<file path="src/hw/rsu_pkg.sv">
/*
 * Constants shared by the serial port block: register offsets, field
 * positions, reset values, cause codes and baud timing figures.
 * Assumes a single 200 MHz system clock drives every file that uses it.
 */
`default_nettype none

package rsu_pkg;

    // ------------------------------------------------------------
    // Register offsets (byte window, three address bits)
    // ------------------------------------------------------------
    localparam logic [2:0] OFF_DATA = 3'h0;
    localparam logic [2:0] OFF_DIV_HIGH = 3'h1;
    localparam logic [2:0] OFF_CAUSE = 3'h2;
    localparam logic [2:0] OFF_LINE_FORMAT = 3'h3;
    localparam logic [2:0] OFF_MODEM_OUT = 3'h4;
    localparam logic [2:0] OFF_LINE_STATUS = 3'h5;

    // ------------------------------------------------------------
    // Field positions
    // ------------------------------------------------------------
    localparam int LF_LEN_LSB = 0;
    localparam int LF_STOP_BIT = 2;
    localparam int LF_PAR_EN_BIT = 3;
    localparam int LF_PAR_EVEN_BIT = 4;
    localparam int LF_PAR_STICK_BIT = 5;
    localparam int LF_BREAK_BIT = 6;
    localparam int LF_DIV_ACCESS_BIT = 7;
    localparam int MO_RTS_BIT = 1;
    localparam int MO_GATE_BIT = 3;
    localparam int LS_READY_BIT = 0;
    localparam int LS_OVERRUN_BIT = 1;
    localparam int LS_PARITY_BIT = 2;
    localparam int LS_FRAMING_BIT = 3;
    localparam int LS_HOLD_EMPTY_BIT = 5;
    localparam int LS_TX_IDLE_BIT = 6;

    // ------------------------------------------------------------
    // Reset values and codes
    // ------------------------------------------------------------
    localparam logic [7:0] LINE_FORMAT_RESET = 8'h00;
    localparam logic [7:0] MODEM_OUT_RESET = 8'h00;
    localparam logic [15:0] DIVISOR_RESET = 16'h000c;
    localparam logic [7:0] CAUSE_NONE = 8'h01;
    localparam logic [7:0] CAUSE_RX_DATA = 8'h04;
    localparam logic [2:0] MIN_DATA_BITS = 3'h5;

    // ------------------------------------------------------------
    // Baud timing
    // ------------------------------------------------------------
    localparam int CLOCK_HZ = 200000000;
    localparam int CRYSTAL_HZ = 3686400;
    localparam int CRYSTAL_DIV = 2;
    localparam int CORE_HZ = CRYSTAL_HZ / CRYSTAL_DIV;
    localparam int OVERSAMPLE = 16;
    localparam int RATE_DIV = CRYSTAL_DIV * OVERSAMPLE;
    localparam int CORE_GAP_MIN = CLOCK_HZ / CORE_HZ;

endpackage

`default_nettype wire

</file>
<file path="src/hw/rsu_fifo_if.sv">
/*
 * Interface between the port logic and its receive character store.
 * Assumes both ends run on the same clock.
 */
`default_nettype none

interface rsu_fifo_if #(
    parameter int WIDTH = 8,
    parameter int DEPTH = 16
);
    logic push;
    logic [WIDTH-1:0] push_data;
    logic pop;
    logic [WIDTH-1:0] head_data;
    logic [$clog2(DEPTH):0] count;

    modport owner (output push, output push_data, output pop, input head_data, input count);
    modport store (input push, input push_data, input pop, output head_data, output count);
endinterface

`default_nettype wire

</file>
<file path="src/hw/rsu_rx_store.sv">
/*
 * Receive character store: a small circular memory, oldest first.
 * Assumes the owner never pushes when full nor pops when empty.
 * Head data come from a register and lag a push or pop by one clock.
 */
`default_nettype none

module rsu_rx_store #(
    parameter int WIDTH = 8,
    parameter int DEPTH = 16
) (
    input wire logic clock,
    input wire logic reset_n,
    rsu_fifo_if.store fifo
);
    localparam int AW = $clog2(DEPTH);

    logic [WIDTH-1:0] mem [DEPTH];
    logic [AW-1:0] wr_ptr_q;
    logic [AW-1:0] rd_ptr_q;
    logic [AW:0] count_q;
    logic [WIDTH-1:0] head_q;

    always_ff @(posedge clock) begin
        if (fifo.push) begin
            mem[wr_ptr_q] <= fifo.push_data;
        end
    end

    always_ff @(posedge clock or negedge reset_n) begin
        if (!reset_n) begin
            wr_ptr_q <= '0;
            rd_ptr_q <= '0;
            count_q <= '0;
        end else begin
            if (fifo.push) begin
                wr_ptr_q <= wr_ptr_q + 1'b1;
            end
            if (fifo.pop) begin
                rd_ptr_q <= rd_ptr_q + 1'b1;
            end
            count_q <= count_q + (AW+1)'(fifo.push) - (AW+1)'(fifo.pop);
        end
    end

    always_ff @(posedge clock or negedge reset_n) begin
        if (!reset_n) begin
            head_q <= '0;
        end else begin
            head_q <= mem[rd_ptr_q];
        end
    end

    assign fifo.head_data = head_q;
    assign fifo.count = count_q;
endmodule

`default_nettype wire

</file>
<file path="src/hw/rsu_serial_port.sv">
/*
 * One asynchronous serial port with its byte register window and
 * transceiver direction control.
 * Assumes the host strobes are synchronous to clock and one cycle long;
 * the line input and the auto-direction jumper are asynchronous.
 */
// Function
// - Line bit 7 swaps data slots for divisor
// - Divisor low at zero, high at one
// - Bit rate is input clock over 32 times divisor
// - Core clock is oscillator halved
// - Two low bits give length minus five
// - Bit 2 selects one or two stops
// - Bits 3 to 6 parity and break
// - Modem bit 1 drives direction output
// - Auto mode driver enable ignores request-to-send bit
// - Modem bit 3 gates interrupt request
// - Status bit 0 shows waiting data
// - Cause register reports data or none
// - Status bit 5 shows holding empty
// - Auto mode drives line while sending
`default_nettype none

module rsu_serial_port #(
    parameter int RX_DEPTH = 16
) (
    input wire logic clock,
    input wire logic reset_n,
    input wire logic [2:0] address,
    input wire logic write_strobe,
    input wire logic read_strobe,
    input wire logic [7:0] write_data,
    output logic [7:0] read_data,
    input wire logic rx_line,
    output logic tx_line,
    output logic driver_enable,
    output logic request_to_send,
    output logic interrupt_request,
    input wire logic auto_direction
);
    typedef enum {TX_IDLE, TX_START, TX_DATA, TX_PARITY, TX_STOP} rsu_tx_state_type;
    typedef enum {RX_IDLE, RX_START, RX_DATA, RX_PARITY, RX_STOP} rsu_rx_state_type;

    rsu_fifo_if #(.WIDTH(8), .DEPTH(RX_DEPTH)) fifo ();
    rsu_rx_store #(.WIDTH(8), .DEPTH(RX_DEPTH)) u_store (.clock(clock), .reset_n(reset_n), .fifo(fifo));

    // ------------------------------------------------------------
    // Helpers
    // ------------------------------------------------------------
    function automatic logic [7:0] rsu_mask(input logic [7:0] d, input logic [1:0] len);
        rsu_mask = d & (8'hff >> (2'h3 - len));
    endfunction

    function automatic logic rsu_parity(input logic [7:0] d, input logic [7:0] fmt);
        if (fmt[rsu_pkg::LF_PAR_STICK_BIT]) begin
            rsu_parity = ~fmt[rsu_pkg::LF_PAR_EVEN_BIT];
        end else begin
            rsu_parity = (^rsu_mask(d, fmt[1:0])) ^ ~fmt[rsu_pkg::LF_PAR_EVEN_BIT];
        end
    endfunction

    // ------------------------------------------------------------
    // Input synchronisers
    // ------------------------------------------------------------
    logic [1:0] rx_sync_q;
    logic [1:0] auto_sync_q;
    always_ff @(posedge clock or negedge reset_n) begin
        if (!reset_n) begin
            rx_sync_q <= 2'h3;
            auto_sync_q <= 2'h0;
        end else begin
            rx_sync_q <= {rx_sync_q[0], rx_line};
            auto_sync_q <= {auto_sync_q[0], auto_direction};
        end
    end
    wire logic rx_s = rx_sync_q[1];
    wire logic auto_s = auto_sync_q[1];

    // ------------------------------------------------------------
    // Registers
    // ------------------------------------------------------------
    logic [7:0] format_q;
    logic [7:0] modem_q;
    logic [15:0] divisor_q;
    logic [7:0] hold_q;
    logic hold_full_q;
    logic tx_busy;
    logic tx_load;
    logic [2:0] err_set;
    logic [2:0] err_q;
    wire logic div_sel = format_q[rsu_pkg::LF_DIV_ACCESS_BIT];
    wire logic wr_data_slot = write_strobe && address == rsu_pkg::OFF_DATA;
    wire logic rd_data_slot = read_strobe && address == rsu_pkg::OFF_DATA;
    wire logic rx_ready = fifo.count != '0;

    always_ff @(posedge clock or negedge reset_n) begin
        if (!reset_n) begin
            format_q <= rsu_pkg::LINE_FORMAT_RESET;
            modem_q <= rsu_pkg::MODEM_OUT_RESET;
            divisor_q <= rsu_pkg::DIVISOR_RESET;
        end else if (write_strobe) begin
            if (address == rsu_pkg::OFF_DATA && div_sel) begin
                divisor_q[7:0] <= write_data;
            end else if (address == rsu_pkg::OFF_DIV_HIGH && div_sel) begin
                divisor_q[15:8] <= write_data;
            end else if (address == rsu_pkg::OFF_LINE_FORMAT) begin
                format_q <= write_data;
            end else if (address == rsu_pkg::OFF_MODEM_OUT) begin
                modem_q <= write_data;
            end
        end
    end

    // Holding register; a write while full overwrites, as host must poll first
    always_ff @(posedge clock or negedge reset_n) begin
        if (!reset_n) begin
            hold_q <= 8'h00;
            hold_full_q <= 1'b0;
        end else if (wr_data_slot && !div_sel) begin
            hold_q <= write_data;
            hold_full_q <= 1'b1;
        end else if (tx_load) begin
            hold_full_q <= 1'b0;
        end
    end

    // Error flags clear on status read; a new error in that cycle wins
    always_ff @(posedge clock or negedge reset_n) begin
        if (!reset_n) begin
            err_q <= 3'h0;
        end else if (read_strobe && address == rsu_pkg::OFF_LINE_STATUS) begin
            err_q <= err_set;
        end else begin
            err_q <= err_q | err_set;
        end
    end

    logic [7:0] status;
    logic [7:0] cause;
    always_comb begin
        status = 8'h00;
        status[rsu_pkg::LS_READY_BIT] = rx_ready;
        status[rsu_pkg::LS_OVERRUN_BIT] = err_q[0];
        status[rsu_pkg::LS_PARITY_BIT] = err_q[1];
        status[rsu_pkg::LS_FRAMING_BIT] = err_q[2];
        status[rsu_pkg::LS_HOLD_EMPTY_BIT] = !hold_full_q;
        status[rsu_pkg::LS_TX_IDLE_BIT] = !hold_full_q && !tx_busy;
        cause = rx_ready ? rsu_pkg::CAUSE_RX_DATA : rsu_pkg::CAUSE_NONE;
    end

    always_ff @(posedge clock or negedge reset_n) begin
        if (!reset_n) begin
            read_data <= 8'h00;
        end else if (read_strobe) begin
            if (address == rsu_pkg::OFF_DATA) begin
                // Empty store reads zero rather than never-written memory
                read_data <= div_sel ? divisor_q[7:0] : (rx_ready ? fifo.head_data : 8'h00);
            end else if (address == rsu_pkg::OFF_DIV_HIGH) begin
                read_data <= div_sel ? divisor_q[15:8] : 8'h00;
            end else if (address == rsu_pkg::OFF_CAUSE) begin
                read_data <= cause;
            end else if (address == rsu_pkg::OFF_LINE_FORMAT) begin
                read_data <= format_q;
            end else if (address == rsu_pkg::OFF_MODEM_OUT) begin
                read_data <= modem_q;
            end else if (address == rsu_pkg::OFF_LINE_STATUS) begin
                read_data <= status;
            end else begin
                read_data <= 8'h00;
            end
        end
    end

    // Empty pop is ignored, so the two flush reads are always safe
    assign fifo.pop = rd_data_slot && !div_sel && rx_ready;

    // ------------------------------------------------------------
    // Baud generation
    // ------------------------------------------------------------
    // Phase accumulator stands in for the halved oscillator
    logic [31:0] phase_q;
    logic core_tick_q;
    logic [15:0] div_cnt_q;
    logic os_tick_q;
    always_ff @(posedge clock or negedge reset_n) begin
        if (!reset_n) begin
            phase_q <= 32'h0;
            core_tick_q <= 1'b0;
        end else if (phase_q + 32'(rsu_pkg::CORE_HZ) >= 32'(rsu_pkg::CLOCK_HZ)) begin
            phase_q <= phase_q + 32'(rsu_pkg::CORE_HZ) - 32'(rsu_pkg::CLOCK_HZ);
            core_tick_q <= 1'b1;
        end else begin
            phase_q <= phase_q + 32'(rsu_pkg::CORE_HZ);
            core_tick_q <= 1'b0;
        end
    end

    // Divisor zero wraps the full 16 bits, the slowest rate
    always_ff @(posedge clock or negedge reset_n) begin
        if (!reset_n) begin
            div_cnt_q <= 16'h0;
            os_tick_q <= 1'b0;
        end else begin
            os_tick_q <= 1'b0;
            if (core_tick_q) begin
                if (div_cnt_q >= divisor_q - 16'h1) begin
                    div_cnt_q <= 16'h0;
                    os_tick_q <= 1'b1;
                end else begin
                    div_cnt_q <= div_cnt_q + 16'h1;
                end
            end
        end
    end

    // ------------------------------------------------------------
    // Transmitter
    // ------------------------------------------------------------
    rsu_tx_state_type tx_state_q;
    logic [7:0] tx_shift_q;
    logic [3:0] tx_os_q;
    logic [2:0] tx_bit_q;
    logic tx_stop_q;
    logic tx_out_q;
    logic tx_par_q;
    wire logic tx_bit_end = os_tick_q && tx_os_q == 4'(rsu_pkg::OVERSAMPLE - 1);
    wire logic [2:0] last_bit = 3'(format_q[1:0]) + rsu_pkg::MIN_DATA_BITS - 3'h1;
    assign tx_load = tx_state_q == TX_IDLE && hold_full_q;
    assign tx_busy = tx_state_q != TX_IDLE;

    always_ff @(posedge clock or negedge reset_n) begin
        if (!reset_n) begin
            tx_state_q <= TX_IDLE;
            tx_shift_q <= 8'h00;
            tx_os_q <= 4'h0;
            tx_bit_q <= 3'h0;
            tx_stop_q <= 1'b0;
            tx_out_q <= 1'b1;
            tx_par_q <= 1'b0;
        end else begin
            if (os_tick_q) begin
                tx_os_q <= tx_os_q + 4'h1;
            end
            case (tx_state_q)
                TX_IDLE: begin
                    tx_out_q <= 1'b1;
                    if (hold_full_q) begin
                        tx_shift_q <= hold_q;
                        tx_par_q <= rsu_parity(hold_q, format_q);
                        tx_os_q <= 4'h0;
                        tx_out_q <= 1'b0;
                        tx_state_q <= TX_START;
                    end
                end
                TX_START: begin
                    if (tx_bit_end) begin
                        tx_out_q <= tx_shift_q[0];
                        tx_bit_q <= 3'h0;
                        tx_state_q <= TX_DATA;
                    end
                end
                TX_DATA: begin
                    if (tx_bit_end) begin
                        tx_shift_q <= {1'b0, tx_shift_q[7:1]};
                        tx_bit_q <= tx_bit_q + 3'h1;
                        tx_out_q <= tx_shift_q[1];
                        if (tx_bit_q == last_bit) begin
                            tx_out_q <= format_q[rsu_pkg::LF_PAR_EN_BIT] ? tx_par_q : 1'b1;
                            tx_stop_q <= format_q[rsu_pkg::LF_STOP_BIT];
                            tx_state_q <= format_q[rsu_pkg::LF_PAR_EN_BIT] ? TX_PARITY : TX_STOP;
                        end
                    end
                end
                TX_PARITY: begin
                    if (tx_bit_end) begin
                        tx_out_q <= 1'b1;
                        tx_state_q <= TX_STOP;
                    end
                end
                TX_STOP: begin
                    if (tx_bit_end) begin
                        tx_stop_q <= 1'b0;
                        if (!tx_stop_q) begin
                            tx_state_q <= TX_IDLE;
                        end
                    end
                end
                default: tx_state_q <= TX_IDLE;
            endcase
        end
    end

    // Break holds the line low whatever the engine does
    assign tx_line = tx_out_q && !format_q[rsu_pkg::LF_BREAK_BIT];

    // ------------------------------------------------------------
    // Receiver
    // ------------------------------------------------------------
    rsu_rx_state_type rx_state_q;
    logic [7:0] rx_shift_q;
    logic [3:0] rx_os_q;
    logic [2:0] rx_bit_q;
    logic rx_par_q;
    logic push_q;
    logic [7:0] push_data_q;
    wire logic rx_mid = os_tick_q && rx_os_q == 4'(rsu_pkg::OVERSAMPLE / 2 - 1);
    wire logic rx_full = fifo.count >= ($clog2(RX_DEPTH) + 1)'(RX_DEPTH);

    always_ff @(posedge clock or negedge reset_n) begin
        if (!reset_n) begin
            rx_state_q <= RX_IDLE;
            rx_shift_q <= 8'h00;
            rx_os_q <= 4'h0;
            rx_bit_q <= 3'h0;
            rx_par_q <= 1'b0;
            push_q <= 1'b0;
            push_data_q <= 8'h00;
            err_set <= 3'h0;
        end else begin
            push_q <= 1'b0;
            err_set <= 3'h0;
            if (os_tick_q) begin
                rx_os_q <= rx_os_q + 4'h1;
            end
            case (rx_state_q)
                RX_IDLE: begin
                    rx_os_q <= 4'h0;
                    if (!rx_s) begin
                        rx_state_q <= RX_START;
                    end
                end
                RX_START: begin
                    if (rx_mid) begin
                        rx_bit_q <= 3'h0;
                        rx_state_q <= rx_s ? RX_IDLE : RX_DATA;
                    end
                end
                RX_DATA: begin
                    if (rx_mid) begin
                        rx_shift_q <= {rx_s, rx_shift_q[7:1]};
                        rx_bit_q <= rx_bit_q + 3'h1;
                        if (rx_bit_q == last_bit) begin
                            rx_state_q <= format_q[rsu_pkg::LF_PAR_EN_BIT] ? RX_PARITY : RX_STOP;
                        end
                    end
                end
                RX_PARITY: begin
                    if (rx_mid) begin
                        rx_par_q <= rx_s;
                        rx_state_q <= RX_STOP;
                    end
                end
                RX_STOP: begin
                    if (rx_mid) begin
                        push_data_q <= rx_shift_q >> (3'h3 - format_q[1:0]);
                        push_q <= !rx_full;
                        err_set[0] <= rx_full;
                        err_set[1] <= format_q[rsu_pkg::LF_PAR_EN_BIT]
                            && rx_par_q != rsu_parity(rx_shift_q >> (3'h3 - format_q[1:0]), format_q);
                        err_set[2] <= !rx_s;
                        rx_state_q <= RX_IDLE;
                    end
                end
                default: rx_state_q <= RX_IDLE;
            endcase
        end
    end

    assign fifo.push = push_q;
    assign fifo.push_data = push_data_q;

    // ------------------------------------------------------------
    // Direction and interrupt outputs
    // ------------------------------------------------------------
    assign request_to_send = modem_q[rsu_pkg::MO_RTS_BIT];
    // Auto mode keys the driver while anything waits or shifts
    assign driver_enable = auto_s ? (hold_full_q || tx_busy) : modem_q[rsu_pkg::MO_RTS_BIT];
    assign interrupt_request = modem_q[rsu_pkg::MO_GATE_BIT] && rx_ready;

    logic [7:0] gap_q;
    always_ff @(posedge clock or negedge reset_n) begin
        if (!reset_n) begin
            gap_q <= 8'h0;
        end else begin
            gap_q <= core_tick_q ? 8'h0 : gap_q + 8'h1;
        end
    end
endmodule

`default_nettype wire
</file>
<file path="config.mk">
export PLATFORM = sky130hd
export DESIGN_NAME = rsu_serial_port
export DESIGN_NICKNAME = d
export VERILOG_FILES = /design/src/hw/rsu_pkg.sv /design/src/hw/rsu_fifo_if.sv /design/src/hw/rsu_rx_store.sv /design/src/hw/rsu_serial_port.sv
export SDC_FILE = /design/constraint.sdc
export NUM_CORES = 1
export LEC_CHECK = 0
export ABC_AREA = 1
export BUFFER_PORTS_ARGS = -buffer_cell sky130_fd_sc_hd__buf_2
export CORE_MARGIN = 2
export CORE_UTILIZATION = 49
export DETAILED_ROUTE_END_ITERATION = 6
export PLACE_DENSITY = 0.61
export RECOVER_POWER = 50
export SLEW_MARGIN = 20
export SYNTH_ARGS = -nofsm -noshare
export SYNTH_HDL_FRONTEND = slang
export SYNTH_SLANG_ARGS = --single-unit
</file>
<file path="constraint.sdc">
create_clock -name clock -period 4.4 [get_ports clock]
set_input_delay 0.44 -clock clock [delete_from_list [all_inputs] [get_ports clock]]
set_output_delay 0.44 -clock clock [all_outputs]
set_load 0.02 [all_outputs]
</file>
==> reports/qor.csv <==
stage;metric;value;unit
global_route;largest net degree at the start of global routing;171;
timing;Final Hold Viols;0;
power;P_int;5.11;mW
yosys;Synth Cell Area;14500;sq um
global_route;final global-route overflow total;0;
power;Net Switching;2.30;mW
drt;antenna viol nets, final;0;
cts;Post CTS Setup Buffer Count;0;
worst_hold_path;hold-critical path depth;3;
yosys;Synth Warn #;0;
finish;fillers;2590;
power;Pwr Total;7.41;mW
setup_path;Data required, critical path;4.83;ns
die;Die Ht;176;um
power;sw frac;31.1;%
setup_path;number of buffers and inverters on the critical path;3;
yosys;top cells by count, synth;368 x nand2_1, 178 x nor2_1, 169 x o21ai_0;
drt;WL met1;15.3;mm
cts;hold buffers post-CTS;2;
worst_hold_path;worst hold path class;in -> reg;
timing;Final WS setup;0.915;ns
timing;Layout Skew;0.0202;ns
power;Power Dens Cells;462;nW/um^2
setup_path;crit path DAT;3.91;ns
placed_design;gp weighted congestion;0.861;
timing;Tmin final;3.49;ns
power;Logic pwr share;19.8;%
setup_path;Startpoint Class;flop;
power;share of power burned in registers;44.8;%
setup_path;worst-path maximum fanout;14;
timing;Tightest Pin Transition;1.90;ns
finish;layout cells sized above 1;7.50;%
timing;FMAX;287;MHz
cts;H-tree Lvls;1;
yosys;part of the Yosys area used for sequential elements;55.9;%
drt;drt via density;5.32;
power;clock power share;35.3;%
run_status;violated checks;max-capacitance violations, max-slew violations;
timing;RSZ-0062 raised after global routing;no;
placed_design;# port buffers;28;
worst_hold_path;Hold Startpoint;write_data[6];
cts;CTS buffer count;31;
finish;Sequential Area;8110;sq um
die;die extent in x;176;um
timing;Slew Limit Fails;67;
finish;post-layout util;55.4;%
setup_path;reg2reg path depth;18;
timing;post-route clock period utilization;79.2;%
run_status;status;finished with violations;
finish;n_diodes;0;
yosys;Post-synth EDFFs;128;
timing;relative slew slack;-26.3;%
yosys;Mapped Avg Cell Area;9.10;sq um
die;I/O pin count;29;
global_route;first-pass GRT wire length;52.8;mm
cts;worst skew pair latency;0.57;ns
placed_design;dpl cells;1963;
yosys;Post-Syn Nets;1649;
finish;Multi-input gate area;5540;sq um
setup_path;crit path kind;reg -> reg;
drt;drt pass-1 iters;6;
setup_path;crit path cell chain;inv_1, nand3_1, nor3_1, nand2_1, nor2_1, nand2_1, nor3_1, nand3_1, xnor2_1, inv_1, ha_1, nand4_1, nor3_1, nand3_1, nand3_1, nand2_1, inv_1, nor3b_1;
global_route;vias in the first global route;10074;
placed_design;Place WS;0.924;ns
setup_path;worst r2r src;divisor_q[0]$_DFFE_PN0P_;
setup_path;reg2reg end;div_cnt_q[4]$_DFFE_PN0P_;
cts;CTS Buffer Depth;3;
finish;Finished Layout Cells;2025;
drt;drc violations;0;
setup_path;slowest stage delay, CP;0.36;ns
setup_path;Largest delay share family, worst path;simple AND/OR/NAND/NOR gates;
cts;CTS tree;done;
setup_path;R2R setup slack;0.91;ns
timing;final setup fails;0;
yosys;register bit total from synthesis;298;
cts;CTS sink count;298;
die;row cnt;62;
drt;top routing layer in use;met4;
yosys;Syn Inst Count;1593;
yosys;Synth cell types;48;
drt;Initial DRC Count;742;
finish;nets@finish;1672;
power;peak supply drop;0.304;mV
cts;CTS clock-pin slew for the worst setup and hold paths;0.06;ns
yosys;cell with the most instances after synthesis;nand2_1;
die;die area;31000;sq um
die;effective utilization at floorplan;50.1;%
drt;routed vias;10765;
yosys;Synth top area share;28.5;%
global_route;gr usage total;21.3;%
finish;Synth-to-Final Area Change;10.6;%
setup_path;critical path's most frequent cell;nand3_1;
cts;# resized after CTS;0;
worst_hold_path;Hold EP;divisor_q[6]$_DFFE_PN0P_;
timing;setup TNS;0;ns
placed_design;hpwl dp;21.9;mm
drt;final WL;32.3;mm
flow_run;MaxCap Viol Count;1;
yosys;dominant synthesized flop cell;dfrtp_1;
drt;met3 wire length;1.59;mm
die;core outline area;28900;sq um
cts;Root Buffer;clkbuf_16;
drt;WL met2;14.7;mm
setup_path;Crit-path slowest cell;dfrtp_1;
power;Leak;6.82;nW
drt;Avg WL per Cell;16.0;um
yosys;top post-synthesis cells by area;dfrtp_1 28%, edfxtp_1 27%, nand2_1 9.5%;
global_route;antenna violations before repair;0;
yosys;Post-synth ARST share;57.0;%
yosys;area leader, netlist;dfrtp_1;
setup_path;CP endpoint kind;flop;
## worst reg2reg max path, cell delays in order (launching register included)
cell and delay [ns]:
dfrtp_1 0.36, inv_1 0.13, nand3_1 0.13, nor3_1 0.27
nand2_1 0.10, nor2_1 0.20, nand2_1 0.11, nor3_1 0.25
nand3_1 0.14, xnor2_1 0.17, inv_1 0.06, ha_1 0.31
nand4_1 0.12, nor3_1 0.22, nand3_1 0.10, nand3_1 0.14
nand2_1 0.08, inv_1 0.33, nor3b_1 0.12
## state kept, by name, summed over array words and instances, names as in the netlist, 4 cells and up
signal / cells
fifo.push_data: 8
rx_shift_q: 8
divisor_q: 16
tx_os_q: 4
hold_q: 8
format_q: 8
modem_q: 8
u_store.rd_ptr_q: 4
div_cnt_q: 16
rx_os_q: 4
u_store.fifo.count: 5
read_data: 8
u_store.fifo.head_data: 8
u_store.wr_ptr_q: 4
u_store.mem: 128
tx_shift_q: 8
phase_q: 23
## final cells by class
cell class | instances | area share (%)
clock buffer | 40 | 5.31
multi-input combinational | 1075 | 34.5
clock inverter | 18 | 1.05
timing repair buffer | 38 | 1.51
tap | 384 | 3.00
inverter | 172 | 4.03
sequential | 298 | 50.6
## stage by stage
step	area, sq um	hold slack [ns]
after CTS	16000	0.0997
after global placement	15000	0.332
after detailed placement	15000	0.344
after floorplan	14500	0.144
final	16000	0.115
after global routing	16000	0.114
## routing by layer
metal | track usage, % | vias to the layer above
met5 | 0 | -
met4 | 5.41 | 0
met3 | 2.99 | 48
met2 | 33.6 | 228
met1 | 31.2 | 5150
li1 | - | 5339
## power groups by stage
stage / logic, mW / registers, mW / clock network, mW
2_1_floorplan: 1.07 / 3.26 / 0
3_3_place_gp: 1.45 / 3.37 / 0
3_5_place_dp: 1.47 / 3.37 / 0
4_1_cts: 1.48 / 3.32 / 2.67
5_1_grt: 1.67 / 3.35 / 2.77
6_report: 1.47 / 3.32 / 2.62
## cells by family after synthesis
logic type / count (synthesis) / synth area share [%]
buffers and inverters: 220 / 5.88
AND/OR/NAND/NOR: 682 / 19.7
adder cells (fa/ha/maj): 39 / 3.42
AO/OA/AOI/OAI: 291 / 11.2
flip-flops: 298 / 55.9
XOR/XNOR: 63 / 3.81
## placed cells by master (no fill, tap or decap), types with 3 or more instances in the layout
cell type / instances
nor4_1: 3
a21oi_1: 30
o21ai_0: 169
o211ai_1: 5
nand2_4: 3
clkbuf_1: 8
dfstp_2: 5
dfrtp_1: 164
clkbuf_16: 32
clkinv_2: 10
ha_1: 38
buf_4: 5
nor2_2: 3
bufinv_16: 3
nor3b_1: 5
buf_2: 25
nand2_2: 10
edfxtp_1: 128
nand4_1: 11
a31oi_1: 11
xor2_1: 41
o22ai_1: 43
nand3_1: 74
nand3_2: 3
dlygate4sd3_1: 3
clkinv_1: 5
o21ai_1: 3
inv_2: 8
a221oi_1: 7
o21bai_1: 6
inv_1: 162
a22oi_1: 7
xnor2_1: 22
nor2_1: 178
nand2_1: 368
nor3_1: 17
## worst max path at each step
stage | to | startpoint | depth (start not counted) | slack, ns
after floorplan | div_cnt_q[15]$_DFFE_PN0P_ | divisor_q[0]$_DFFE_PN0P_ | 17 | 1.32
after global placement | div_cnt_q[8]$_DFFE_PN0P_ | divisor_q[0]$_DFFE_PN0P_ | 16 | 1.01
after detailed placement | div_cnt_q[4]$_DFFE_PN0P_ | divisor_q[0]$_DFFE_PN0P_ | 18 | 0.92
after CTS | div_cnt_q[4]$_DFFE_PN0P_ | divisor_q[0]$_DFFE_PN0P_ | 18 | 0.90
after global routing | div_cnt_q[4]$_DFFE_PN0P_ | divisor_q[0]$_DFFE_PN0P_ | 18 | 0.43
final | div_cnt_q[4]$_DFFE_PN0P_ | divisor_q[0]$_DFFE_PN0P_ | 18 | 0.91
Power figures use the tool's default switching activity.
